[src/rtl/utcfg_pkg.sv]
// Purpose: constants and types for the serial transceiver timing/config block
// Assumes: 8-bit byte address, 32-bit register data
// Notes:   identity values are arbitrary
package utcfg_pkg;
  localparam int unsigned ADDR_W = 8;
  localparam int unsigned DATA_W = 32;
  localparam logic [7:0] OFS_IDLE    = 8'h24;
  localparam logic [7:0] OFS_GUARD   = 8'h28;
  localparam logic [7:0] OFS_RATIO   = 8'h40;
  localparam logic [7:0] OFS_TALLY   = 8'h44;
  localparam logic [7:0] OFS_IRFILT  = 8'h4c;
  localparam logic [7:0] OFS_BIPHASE = 8'h50;
  localparam logic [7:0] OFS_CMD     = 8'h58;
  localparam logic [7:0] OFS_STAT    = 8'h5c;
  localparam logic [7:0] OFS_REV     = 8'hfc;
  localparam int unsigned IDLE_W  = 16;
  localparam int unsigned GUARD_W = 8;
  localparam int unsigned RATIO_W = 11;
  localparam int unsigned TALLY_W = 8;
  localparam int unsigned IRF_W   = 8;
  localparam int unsigned LEN_W   = 4;
  localparam logic [RATIO_W-1:0] RATIO_RST = 11'h174;
  localparam logic [31:0] BIPHASE_RST = 32'h30011004;
  localparam int unsigned B_DRIFT  = 30;
  localparam int unsigned B_RSVD_ONE = 29;
  localparam int unsigned B_RX_POL = 28;
  localparam int unsigned B_RX_LEAD_PATTERN  = 24;
  localparam int unsigned B_RX_LEAD_LENGTH  = 16;
  localparam int unsigned B_TX_POL = 12;
  localparam int unsigned B_TX_LEAD_PATTERN  = 8;
  localparam int unsigned B_TX_LEAD_LENGTH  = 0;
  localparam int unsigned B_ARM    = 0;
  localparam int unsigned B_TOUT   = 0;
  localparam int unsigned B_GUARD  = 1;
  localparam int unsigned B_REV    = 0;
  localparam int unsigned B_FLAV   = 16;
  // arbitrary identity values
  localparam logic [11:0] REV_VALUE  = 12'h001;
  localparam logic [3:0]  FLAV_VALUE = 4'h0;
  localparam logic [TALLY_W-1:0] TALLY_MAX = 8'hff;
  typedef enum logic [1:0] {
    LEAD_ALL_ONE  = 2'h0,
    LEAD_ALL_ZERO = 2'h1,
    LEAD_ZERO_ONE = 2'h2,
    LEAD_ONE_ZERO = 2'h3
  } utcfg_lead_t;
  typedef struct packed {
    logic              drift;
    logic              rx_pol;
    utcfg_lead_t       rx_pat;
    logic [LEN_W-1:0]  rx_len;
    logic              tx_pol;
    utcfg_lead_t       tx_pat;
    logic [LEN_W-1:0]  tx_len;
  } utcfg_biphase_t;
  typedef struct packed {
    logic [ADDR_W-1:0] addr;
    logic [DATA_W-1:0] wdata;
    logic              wr;
    logic              rd;
  } utcfg_bus_t;
  typedef enum logic [1:0] {
    TXL_IDLE = 2'b01,
    TXL_RUN  = 2'b10
  } utcfg_txl_t;
endpackage

[src/rtl/utcfg_core.sv]
// Purpose: idle time-out, guard gap, card clock divider, error tally, biphase config
// Assumes: strobes and event inputs synchronous to i_clk
// Notes:   bit tick is one cycle wide per bit period
//
// Contract
// - idle limit zero keeps time-out off, never flagged
// - idle limit 1..65535 times out after limit bit periods
// - guard zero off; 1..255 holds guard for count bit periods
// - card mode with ratio zero gives no bit tick at all
// - card mode bit tick is card clock divided by ratio
// - card errors counted into read-only eight-bit tally
// - reading the tally register clears it
// - infrared filter value drives the demodulator filter setting
// - drift bit enables drift recovery in the receiver
// - polarity bit per direction inverts biphase transition mapping
// - receive lead pattern selects detected pattern
// - transmit lead pattern selects generated pattern
// - receive lead length zero skips detection
// - receive lead length 1..15 bit periods expected
// - transmit lead length zero sends no lead
// - transmit lead length 1..15 bit periods sent
// - revision and flavour fields read only, no effect
// - time-out flag rises once idle delay elapsed after arm
`timescale 1ns/100ps
module utcfg_core
  import utcfg_pkg::*;
(
  input  wire logic                   i_clk,
  input  wire logic                   i_rst_b,
  input  wire utcfg_pkg::utcfg_bus_t  i_bus,
  output logic [utcfg_pkg::DATA_W-1:0] o_rdata,
  input  wire logic                   i_card_mode,
  input  wire logic                   i_card_clk_tick,
  input  wire logic                   i_uart_bit_tick,
  input  wire logic                   i_card_error,
  input  wire logic                   i_tx_char_done,
  input  wire logic                   i_tx_frame_start,
  input  wire logic                   i_rx_bit_valid,
  input  wire logic                   i_rx_first_half,
  output logic                        o_bit_tick,
  output logic                        o_rx_timeout,
  output logic                        o_tx_guard_busy,
  output logic [utcfg_pkg::IRF_W-1:0] o_irda_filter,
  output utcfg_pkg::utcfg_biphase_t   o_biphase,
  output logic                        o_tx_lead_active,
  output logic                        o_tx_lead_first_half,
  output logic                        o_rx_lead_found
);
  import utcfg_pkg::*;

  logic [IDLE_W-1:0]  rx_idle_limit_q;
  logic [GUARD_W-1:0] tx_guard_count_q;
  logic [RATIO_W-1:0] smartcard_clock_ratio_q;
  logic [TALLY_W-1:0] smartcard_error_tally_q;
  logic [IRF_W-1:0]   irda_filter_q;
  utcfg_biphase_t     biphase_q;
  logic [RATIO_W-1:0] div_cnt_q;
  logic               bit_tick;
  logic               wr_cmd;
  logic               arm;
  logic               armed_q;
  logic [IDLE_W-1:0]  idle_cnt_q;
  logic               timeout_q;
  logic [GUARD_W-1:0] guard_cnt_q;
  utcfg_txl_t         txl_q;
  logic [LEN_W-1:0]   txl_cnt_q;
  logic               txl_bit;
  logic [LEN_W-1:0]   rxl_cnt_q;
  logic               rx_bit;
  logic               rx_expect;
  logic               rd_tally;
  logic               found_q;
  logic [DATA_W-1:0]  rdata_d;

  // register writes
  always_ff @(posedge i_clk or negedge i_rst_b)
  begin
    if (!i_rst_b)
    begin
      rx_idle_limit_q        <= '0;
      tx_guard_count_q       <= '0;
      smartcard_clock_ratio_q <= RATIO_RST;
      irda_filter_q          <= '0;
      biphase_q.drift        <= BIPHASE_RST[B_DRIFT];
      biphase_q.rx_pol       <= BIPHASE_RST[B_RX_POL];
      biphase_q.rx_pat       <= utcfg_lead_t'(BIPHASE_RST[B_RX_LEAD_PATTERN+:2]);
      biphase_q.rx_len       <= BIPHASE_RST[B_RX_LEAD_LENGTH+:LEN_W];
      biphase_q.tx_pol       <= BIPHASE_RST[B_TX_POL];
      biphase_q.tx_pat       <= utcfg_lead_t'(BIPHASE_RST[B_TX_LEAD_PATTERN+:2]);
      biphase_q.tx_len       <= BIPHASE_RST[B_TX_LEAD_LENGTH+:LEN_W];
    end
    else if (i_bus.wr)
    begin
      case (i_bus.addr)
        OFS_IDLE:    rx_idle_limit_q <= i_bus.wdata[IDLE_W-1:0];
        OFS_GUARD:   tx_guard_count_q <= i_bus.wdata[GUARD_W-1:0];
        OFS_RATIO:   smartcard_clock_ratio_q <= i_bus.wdata[RATIO_W-1:0];
        OFS_IRFILT:  irda_filter_q <= i_bus.wdata[IRF_W-1:0];
        OFS_BIPHASE:
        begin
          biphase_q.drift  <= i_bus.wdata[B_DRIFT];
          biphase_q.rx_pol <= i_bus.wdata[B_RX_POL];
          biphase_q.rx_pat <= utcfg_lead_t'(i_bus.wdata[B_RX_LEAD_PATTERN+:2]);
          biphase_q.rx_len <= i_bus.wdata[B_RX_LEAD_LENGTH+:LEN_W];
          biphase_q.tx_pol <= i_bus.wdata[B_TX_POL];
          biphase_q.tx_pat <= utcfg_lead_t'(i_bus.wdata[B_TX_LEAD_PATTERN+:2]);
          biphase_q.tx_len <= i_bus.wdata[B_TX_LEAD_LENGTH+:LEN_W];
        end
        default:
        begin
        end
      endcase
    end
  end

  assign o_irda_filter = irda_filter_q;
  assign o_biphase     = biphase_q;
  assign wr_cmd = i_bus.wr && (i_bus.addr == OFS_CMD);
  assign arm    = wr_cmd && i_bus.wdata[B_ARM];
  assign rd_tally = i_bus.rd && (i_bus.addr == OFS_TALLY);

  // card clock divider and bit period select
  always_ff @(posedge i_clk or negedge i_rst_b)
  begin
    if (!i_rst_b)
      div_cnt_q <= '0;
    else if (!i_card_mode || smartcard_clock_ratio_q == '0)
      div_cnt_q <= '0;
    else if (i_card_clk_tick)
    begin
      if (div_cnt_q >= smartcard_clock_ratio_q - 11'h001)
        div_cnt_q <= '0;
      else
        div_cnt_q <= div_cnt_q + 11'h001;
    end
  end

  always_comb
  begin
    if (i_card_mode)
      bit_tick = i_card_clk_tick && smartcard_clock_ratio_q != '0
                 && div_cnt_q >= smartcard_clock_ratio_q - 11'h001;
    else
      bit_tick = i_uart_bit_tick;
  end
  assign o_bit_tick = bit_tick;

  // receive idle time-out
  always_ff @(posedge i_clk or negedge i_rst_b)
  begin
    if (!i_rst_b)
    begin
      armed_q    <= 1'b0;
      idle_cnt_q <= '0;
      timeout_q  <= 1'b0;
    end
    else if (arm)
    begin
      armed_q    <= rx_idle_limit_q != '0;
      idle_cnt_q <= '0;
      timeout_q  <= 1'b0;
    end
    else if (rx_idle_limit_q == '0)
    begin
      armed_q   <= 1'b0;
      timeout_q <= 1'b0;
    end
    else if (armed_q && bit_tick)
    begin
      if (idle_cnt_q + 16'h0001 >= rx_idle_limit_q)
      begin
        timeout_q <= 1'b1;
        armed_q   <= 1'b0;
      end
      idle_cnt_q <= idle_cnt_q + 16'h0001;
    end
  end
  assign o_rx_timeout = timeout_q;

  // transmit guard gap
  always_ff @(posedge i_clk or negedge i_rst_b)
  begin
    if (!i_rst_b)
      guard_cnt_q <= '0;
    else if (i_tx_char_done)
      guard_cnt_q <= tx_guard_count_q;
    else if (bit_tick && guard_cnt_q != '0)
      guard_cnt_q <= guard_cnt_q - 8'h01;
  end
  assign o_tx_guard_busy = guard_cnt_q != '0;

  // card error tally, an error in the read cycle survives the clear
  always_ff @(posedge i_clk or negedge i_rst_b)
  begin
    if (!i_rst_b)
      smartcard_error_tally_q <= '0;
    else if (rd_tally)
      smartcard_error_tally_q <= {{(TALLY_W-1){1'b0}}, i_card_error};
    else if (i_card_error && smartcard_error_tally_q != TALLY_MAX)
      smartcard_error_tally_q <= smartcard_error_tally_q + 8'h01;
  end

  // pattern bit for a lead position
  function automatic logic lead_bit(input utcfg_lead_t pat,
                                    input logic odd);
    case (pat)
      LEAD_ALL_ONE:  lead_bit = 1'b1;
      LEAD_ALL_ZERO: lead_bit = 1'b0;
      LEAD_ZERO_ONE: lead_bit = odd;
      LEAD_ONE_ZERO: lead_bit = ~odd;
      default:       lead_bit = 1'b1;
    endcase
  endfunction

  // transmit lead generator
  always_ff @(posedge i_clk or negedge i_rst_b)
  begin
    if (!i_rst_b)
    begin
      txl_q     <= TXL_IDLE;
      txl_cnt_q <= '0;
    end
    else
    begin
      case (txl_q)
        TXL_IDLE:
          if (i_tx_frame_start && biphase_q.tx_len != '0)
          begin
            txl_q     <= TXL_RUN;
            txl_cnt_q <= '0;
          end
        TXL_RUN:
          if (bit_tick)
          begin
            if (txl_cnt_q + 4'h1 >= biphase_q.tx_len)
              txl_q <= TXL_IDLE;
            txl_cnt_q <= txl_cnt_q + 4'h1;
          end
        default:
          txl_q <= TXL_IDLE;
      endcase
    end
  end
  assign txl_bit = lead_bit(biphase_q.tx_pat, txl_cnt_q[0]);
  assign o_tx_lead_active = txl_q == TXL_RUN;
  assign o_tx_lead_first_half = txl_bit ^ biphase_q.tx_pol;

  // receive lead detector
  assign rx_bit    = i_rx_first_half ^ biphase_q.rx_pol;
  assign rx_expect = lead_bit(biphase_q.rx_pat, rxl_cnt_q[0]);
  always_ff @(posedge i_clk or negedge i_rst_b)
  begin
    if (!i_rst_b)
    begin
      rxl_cnt_q <= '0;
      found_q   <= 1'b0;
    end
    else
    begin
      found_q <= 1'b0;
      if (biphase_q.rx_len == '0)
        rxl_cnt_q <= '0;
      else if (i_rx_bit_valid)
      begin
        if (rx_bit != rx_expect)
          rxl_cnt_q <= '0;
        else if (rxl_cnt_q + 4'h1 >= biphase_q.rx_len)
        begin
          rxl_cnt_q <= '0;
          found_q   <= 1'b1;
        end
        else
          rxl_cnt_q <= rxl_cnt_q + 4'h1;
      end
    end
  end
  assign o_rx_lead_found = found_q;

  // read mux
  always_comb
  begin
    rdata_d = '0;
    case (i_bus.addr)
      OFS_IDLE:    rdata_d[IDLE_W-1:0] = rx_idle_limit_q;
      OFS_GUARD:   rdata_d[GUARD_W-1:0] = tx_guard_count_q;
      OFS_RATIO:   rdata_d[RATIO_W-1:0] = smartcard_clock_ratio_q;
      OFS_TALLY:   rdata_d[TALLY_W-1:0] = smartcard_error_tally_q;
      OFS_IRFILT:  rdata_d[IRF_W-1:0] = irda_filter_q;
      OFS_BIPHASE:
      begin
        rdata_d[B_DRIFT]         = biphase_q.drift;
        rdata_d[B_RSVD_ONE]      = BIPHASE_RST[B_RSVD_ONE];
        rdata_d[B_RX_POL]        = biphase_q.rx_pol;
        rdata_d[B_RX_LEAD_PATTERN+:2]      = biphase_q.rx_pat;
        rdata_d[B_RX_LEAD_LENGTH+:LEN_W]  = biphase_q.rx_len;
        rdata_d[B_TX_POL]        = biphase_q.tx_pol;
        rdata_d[B_TX_LEAD_PATTERN+:2]      = biphase_q.tx_pat;
        rdata_d[B_TX_LEAD_LENGTH+:LEN_W]  = biphase_q.tx_len;
      end
      OFS_STAT:
      begin
        rdata_d[B_TOUT]  = timeout_q;
        rdata_d[B_GUARD] = o_tx_guard_busy;
      end
      OFS_REV:
      begin
        rdata_d[B_REV+:12] = REV_VALUE;
        rdata_d[B_FLAV+:4] = FLAV_VALUE;
      end
      default: rdata_d = '0;
    endcase
  end

  always_ff @(posedge i_clk or negedge i_rst_b)
  begin
    if (!i_rst_b)
      o_rdata <= '0;
    else if (i_bus.rd)
      o_rdata <= rdata_d;
    else
      o_rdata <= '0;
  end
endmodule

[config.mk]
export PLATFORM = sky130hd
export DESIGN_NAME = utcfg_core
export DESIGN_NICKNAME = d
export VERILOG_FILES = /design/src/rtl/utcfg_pkg.sv /design/src/rtl/utcfg_core.sv
export SDC_FILE = /design/constraint.sdc
export NUM_CORES = 1
export LEC_CHECK = 0
export BUFFER_PORTS_ARGS = -buffer_cell sky130_fd_sc_hd__buf_4
export CELL_PAD_IN_SITES_DETAIL_PLACEMENT = 1
export CELL_PAD_IN_SITES_GLOBAL_PLACEMENT = 2
export CORE_ASPECT_RATIO = 0.9
export CORE_UTILIZATION = 37
export DETAILED_ROUTE_END_ITERATION = 8
export GPL_TIMING_DRIVEN = 0
export PLACE_DENSITY = 0.83
export RECOVER_POWER = 50
export SYNTH_ARGS = -nofsm -noshare
export SYNTH_HDL_FRONTEND = slang
export SYNTH_SLANG_ARGS = --single-unit
[constraint.sdc]
create_clock -name i_clk -period 4.2 [get_ports i_clk]
set_clock_uncertainty 0.05 [all_clocks]
set_input_delay 0.84 -clock i_clk [delete_from_list [all_inputs] [get_ports i_clk]]
set_output_delay 0.84 -clock i_clk [all_outputs]
set_load 0.005 [all_outputs]
==> results.py, run 1 <==
metrics = {
    "route": {
        "detail_route.wl_per_cell_um": 20.9,
        "drc_errors": 0,
        "drtIter0Drc": 377,
        "vias": 6217,
        "via_per_inst": 5.53,
        "ant_nets": 0,
        "drtPass1Iterations": 5,
        "drt_wl_total_um": 23400,
    },
    "critical_path": {
        "r2r_slack_ns": 0.31,
        "critPathKind": "reg -> out",
        "crit_path_max_incr_delay_ns": 0.47,
        "critPathRequiredTime_ns": 3.31,
        "cp_num_buf_inv": 3,
        "slowest_stage": "or4b_4",
        "critPathTopFamily": "simple AND/OR/NAND/NOR gates",
        "arrival_ns": 3.45,
        "critPathCaptureType": "output port",
        "start_kind": "flip-flop",
        "path_cells": "inv_2 -> ha_4 -> or4b_4 -> or2_4 -> o31a_1 -> nor2_1 -> ha_1 -> nand4_1 -> nor3_2 -> a2111o_1 -> nand2_2 -> inv_4 -> buf_6",
        "worstPathMaxFanout": 4,
    },
    "logic_synthesis": {
        "synth_flop_cell": "dfrtp_1",
        "ys_seq_area_frac": 0.453,
        "async_flop_share": 1.00,
        "syn_avg_cell_area_um2": 10.6,
        "synth-edff-count": 0,
        "ys_types": 72,
        "ys_seq_elements": 139,
        "syn_area_mm2": 0.00770,
        "yosys.area.top_type": "dfrtp_1",
        "yosys.area.top_type_share": 0.419,
        "synth_warnings": 0,
        "ys_top_cells_by_area": "dfrtp_1 (42%), mux2_2 (8.6%), ha_1 (6.8%)",
        "syn-instance-count": 725,
    },
    "finish": {
        "drive_gt1_frac": 0.280,
        "most-common-layout-cells": "dfrtp_1 (129), buf_4 (86), mux2_2 (59)",
        "fin_nets": 950,
        "layout.cells.most_common": "dfrtp_1",
        "post-route-util": 0.468,
        "fillers": 2230,
        "syn_to_final_growth_pct": 22.6,
        "diodes": 0,
    },
    "floorplanning": {
        "die_y_um": 139,
        "ioPinCount": 113,
        "core_mm2": 0.0202,
        "fp.dieW_um": 154,
        "num_rows": 49,
        "die_area_mm2": 0.0214,
        "start_util": 0.382,
    },
    "clock_tree": {
        "htreeDepth": 4,
        "cts-root-buf": "clkbuf_16",
        "cts_tree": "built",
        "clk_latency_ns": 0.43,
        "cts_buffers": 17,
        "ctsHoldBuffers": 0,
        "cts_buffer_depth": 2,
        "clock_sinks": 139,
        "clk_transition_reported_paths_ns": 0.06,
    },
    "timing": {
        "tns_ns": -0.142,
        "tightest_slew_ns": 1.81,
        "relSlewSlack": -0.208,
        "rsz0062_at_grt": "yes",
        "setup_violations": 1,
        "setup_ws_ns": -0.142,
        "slew_violations": 142,
        "finalCriticalPeriod_ns": 4.34,
        "fmax_mhz": 230,
        "period_share": 1.03,
        "hold_viol": 0,
    },
    "grt": {
        "first_global_vias": 6597,
        "antenna_found_initial": 0,
        "gr-total-overflow": 0,
        "track_usage": 0.230,
        "grt_pass1_wl_um": 37500,
        "grt_max_degree": 72,
    },
    "run_status": {
        "outcome": "complete, but fails checks",
        "failed_checks": "capacitance limit, slew limit, setup timing",
    },
    "worst_hold_path": {
        "min_path_type": "reg -> reg",
    },
    "pwr": {
        "power.leakage_nw": 4.47,
        "finalPower_w": 0.00350,
        "powerDensity_mw_per_mm2": 371,
        "vdd_drop_max_uv": 289,
    },
    "place": {
        "dpl.hpwl_um": 17600,
        "portBuffers": 94,
        "pre_cts_ws_ns": -0.339,
        "gp_congestion": 0.810,
    },
    "run": {
        "cap_violations": 2,
    },
}
## flip-flops by register name, indices dropped and copies added, names as in the netlist
register and count:
o_rdata 25, idle_cnt_q 16, rx_idle_limit_q 16, o_biphase 15
div_cnt_q 11, smartcard_clock_ratio_q 11, guard_cnt_q 8, o_irda_filter 8
smartcard_error_tally_q 8, tx_guard_count_q 8, rxl_cnt_q 4, txl_cnt_q 4
txl_q 2, armed_q 1, o_rx_lead_found 1, o_rx_timeout 1
## tightest hold or removal path: cells and delay by family (launching register included)
kind | cells | cell delay, ns
AO/OA/AOI/OAI | 1 | 0.06
flip-flops | 1 | 0.39
AND/OR/NAND/NOR | 1 | 0.06
## Yosys cell counts (10+ instances only)
library cell	number
xnor2_1	31
xor2_1	17
and3_1	19
ha_1	42
a21o_1	11
nor2_1	42
a21oi_1	23
nand4_1	10
dfstp_2	10
nand2b_1	12
o21ai_0	29
a22oi_1	12
clkbuf_1	11
nand3_1	22
dfrtp_1	129
nand2_1	52
or3_1	11
inv_1	34
nor4_1	13
mux2_2	59
## metal layers
| layer | part of all wire | global-route usage |
|---|---|---|
| met5 | 0 | 0 |
| met3 | 0.052 | 0.0613 |
| met4 | 0.021 | 0.0784 |
| met2 | 0.47 | 0.362 |
| met1 | 0.46 | 0.306 |
## per-stage QoR
stage | hold slack [ns] | instances | area, µm²
2_1_floorplan | 0.419 | 731 | 7720
3_3_place_gp | 0.464 | 1080 | 8750
3_5_place_dp | 0.479 | 1081 | 8780
4_1_cts | 0.387 | 1124 | 9500
5_1_grt | 0.520 | 1124 | 9440
6_report | 0.501 | 1124 | 9440
## power by group
part	internal, W	total [W]	leakage [nW]	switching [W]
Combinational	0.000220	0.000480	2.32	0.000260
Sequential	0.00141	0.00150	1.87	0.0000920
Clock	0.000896	0.00152	0.281	0.000620
Total	0.00253	0.00350	4.47	0.000972
## final timing paths
path	end	cells past startpoint	from
hold / removal	div_cnt_q[10]	2	div_cnt_q[10]
setup / recovery	o_bit_tick	13	smartcard_clock_ratio_q[1]
max in group asynchronous	smartcard_error_tally_q[3]	2	i_rst_b
setup reg to reg	idle_cnt_q[5]	15	smartcard_clock_ratio_q[1]
hold reg to reg	div_cnt_q[10]	2	div_cnt_q[10]
min in group asynchronous	idle_cnt_q[6]	1	i_rst_b
## final cells by class
type / count / area [µm²] / share of cell area
Inverter: 34 / 130 / 0.0138
Sequential cell: 139 / 3490 / 0.370
Clock inverter: 12 / 138 / 0.0146
Timing Repair Buffer: 106 / 749 / 0.0794
Multi-Input combinational cell: 533 / 4010 / 0.425
Tap cell: 255 / 319 / 0.0338
Buffer: 25 / 155 / 0.0164
Clock buffer: 20 / 447 / 0.0473
## logic make-up (layout without fill, tap and decap cells)
group / Yosys count / count (layout) / synth area share
multiplexers: 63 / 63 / 0.0915
adder cells (fa/ha/maj): 42 / 42 / 0.0683
other: 1 / 7 / 0.000487
flip-flops: 139 / 139 / 0.453
XOR/XNOR: 49 / 49 / 0.0575
buffers and inverters: 59 / 197 / 0.0367
AO/OA/AOI/OAI: 127 / 127 / 0.114
AND/OR/NAND/NOR: 245 / 245 / 0.178
## timing repair
action                                  4_1_cts  5_1_grt
endpoints found under the hold margin         0        0
pin swaps                                    10        6
endpoints found under the setup margin       19       15
gates resized for setup                      16        3
setup buffers                                11        0
Power figures use the tool's default switching activity.
==> run 2: changes to the inputs <==
==> constraint.sdc (replaced) <==
create_clock -name i_clk -period 4.2 [get_ports i_clk]
set_clock_uncertainty 0.05 [all_clocks]
set_input_delay 0.63 -clock i_clk [delete_from_list [all_inputs] [get_ports i_clk]]
set_output_delay 0.63 -clock i_clk [all_outputs]
set_load 0.005 [all_outputs]
==> run 2 against run 1 <==
  * The flow finishes with violations (capacitance limit, slew limit)
  * Clock power hardly changed
  * Utilization hardly changed
  * Via count is 0.14% higher
  * Critical path depth stayed put
  * Combinational power hardly changed
  * Cell area hardly changed
  * Register-to-register slack hardly changed
  * Total power hardly changed
  * Largest power group unchanged
  * Die area stayed put
  * Critical endpoint unchanged
  * Sequential power hardly changed
  * Clock-buffer cell count stayed put
==> results.py, run 2 (synthesis results as in run 1) <==
metrics = {
    "clock_tree": {
        "cts_buffers": 17,
        "cts-root-buf": "clkbuf_16",
        "clk_transition_reported_paths_ns": 0.06,
        "clock_sinks": 139,
        "htreeDepth": 4,
        "cts_buffer_depth": 2,
        "clk_latency_ns": 0.43,
        "cts_tree": "built",
        "ctsHoldBuffers": 0,
    },
    "timing": {
        "slew_violations": 142,
        "hold_viol": 0,
        "rsz0062_at_grt": "yes",
        "tightest_slew_ns": 1.81,
        "tns_ns": 0,
        "period_share": 0.995,
        "finalCriticalPeriod_ns": 4.18,
        "relSlewSlack": -0.210,
        "setup_violations": 0,
        "fmax_mhz": 239,
    },
    "finish": {
        "top_register": "o_rdata",
        "fin_nets": 949,
        "seqCellArea_mm2": 0.00349,
        "diodes": 0,
        "largest_register_ffs": 25,
        "most-common-layout-cells": "dfrtp_1 (129), buf_4 (85), mux2_2 (59)",
        "fin_area_mm2": 0.00943,
        "layout.cells.most_common": "dfrtp_1",
        "syn_to_final_growth_pct": 22.5,
        "top_regs": "o_rdata: 25 flops, idle_cnt_q: 16 flops, rx_idle_limit_q: 16 flops",
        "fillers": 2229,
        "multi_input_area_mm2": 0.00401,
        "drive_gt1_frac": 0.279,
    },
    "pwr": {
        "combPwrFrac": 0.137,
        "power.leakage_nw": 4.47,
        "clkPwrFrac": 0.433,
        "p_switching_w": 0.000971,
        "p_seq_frac": 0.430,
        "swShare": 0.278,
        "vdd_drop_max_uv": 289,
        "powerDensity_mw_per_mm2": 371,
        "internal_power_w": 0.00253,
    },
    "route": {
        "drtIter0Drc": 333,
        "drc_errors": 0,
        "vias": 6226,
        "detail_route.wl_per_cell_um": 20.9,
        "via_per_inst": 5.54,
        "ant_nets": 0,
        "drtPass1Iterations": 5,
        "drt_wl_total_um": 23500,
    },
    "floorplanning": {
        "ioPinCount": 113,
        "die_y_um": 139,
        "core_mm2": 0.0202,
        "fp.dieW_um": 154,
        "die_area_mm2": 0.0214,
        "start_util": 0.382,
        "num_rows": 49,
    },
    "run_status": {
        "failed_checks": "capacitance limit, slew limit",
        "outcome": "complete, but fails checks",
    },
    "grt": {
        "antenna_found_initial": 0,
        "first_global_vias": 6584,
        "track_usage": 0.230,
        "grt_pass1_wl_um": 37400,
        "grt_max_degree": 72,
        "gr-total-overflow": 0,
    },
    "place": {
        "gp_congestion": 0.810,
        "postPlaceCellArea_mm2": 0.00878,
        "portBuffers": 94,
        "dpl.hpwl_um": 17600,
    },
    "critical_path": {
        "critPathKind": "reg -> out",
        "arrival_ns": 3.50,
        "critPathCaptureType": "output port",
        "critPathRequiredTime_ns": 3.52,
        "start_kind": "flip-flop",
        "worstPathMaxFanout": 4,
        "r2r_slack_ns": 0.31,
    },
    "run": {
        "cap_violations": 2,
    },
    "worst_hold_path": {
        "min_path_type": "in -> reg",
    },
}
run 2: cell count changes in the layout (fill, tap and decap cells not counted):
cell   change
buf_4      -1
run 2: path summary, 6_finish.rpt:
path	startpoint	end	cells after the start
min	i_bus[27]	o_biphase[12]	2
min in group asynchronous	i_rst_b	idle_cnt_q[6]	1
max reg2reg	smartcard_clock_ratio_q[0]	idle_cnt_q[5]	15
max in group asynchronous	i_rst_b	smartcard_error_tally_q[3]	2
min reg2reg	o_biphase[14]	o_biphase[14]	1
max	smartcard_clock_ratio_q[0]	o_bit_tick	13
run 2: final cells by class:
type | instances | share of cell area
Clock inverter | 12 | 0.0146
Tap cell | 255 | 0.0338
Clock buffer | 20 | 0.0474
Multi-Input combinational cell | 533 | 0.425
Timing Repair Buffer | 105 | 0.0787
Sequential cell | 139 | 0.370
Buffer | 25 | 0.0165
Inverter | 34 | 0.0138
run 2: critical path, stage by stage (launching register included):
cell and delay, ns:
dfrtp_1 0.42, inv_2 0.09, ha_4 0.14, or4b_4 0.48, or2_4 0.29, buf_4 0.15
xor2_1 0.14, ha_1 0.32, a21oi_1 0.20, a21oi_2 0.11, a2111o_1 0.40, nand2_2 0.15
inv_4 0.06, buf_6 0.11
run 2: timing repair:
item / CTS / global route
setup endpoints to repair: 19 / 16
endpoints found under the hold margin: 0 / 0
pin swaps: 8 / 7
gates resized for setup: 15 / 4
buffers inserted: 8 / 2
run 2: power groups by stage:
stage               Sequential, W  Combinational, W  Clock (W)
floorplan                 0.00149          0.000280          0
global placement          0.00152          0.000429          0
detailed placement        0.00152          0.000456          0
CTS                       0.00150          0.000483    0.00155
global route              0.00151          0.000532    0.00160
finish                    0.00150          0.000480    0.00151
run 2: per-stage QoR:
stage	power [W]	utilization	worst slack [ns]	hold slack, ns	std cells
floorplan	0.00177	-	0.579	0.284	731
global placement	0.00195	0.434	-0.370	0.464	1080
detailed placement	0.00198	0.435	-0.339	0.479	1081
CTS	0.00353	0.470	-0.00200	0.177	1121
global route	0.00365	0.468	-0.0932	0.362	1123
finish	0.00350	0.468	0.0228	0.378	1123
run 2: routing by layer:
metal	global-route usage	wire, µm
met3	0.0606	1230
met4	0.0768	492
met5	0	0
met2	0.362	11100
met1	0.307	10700
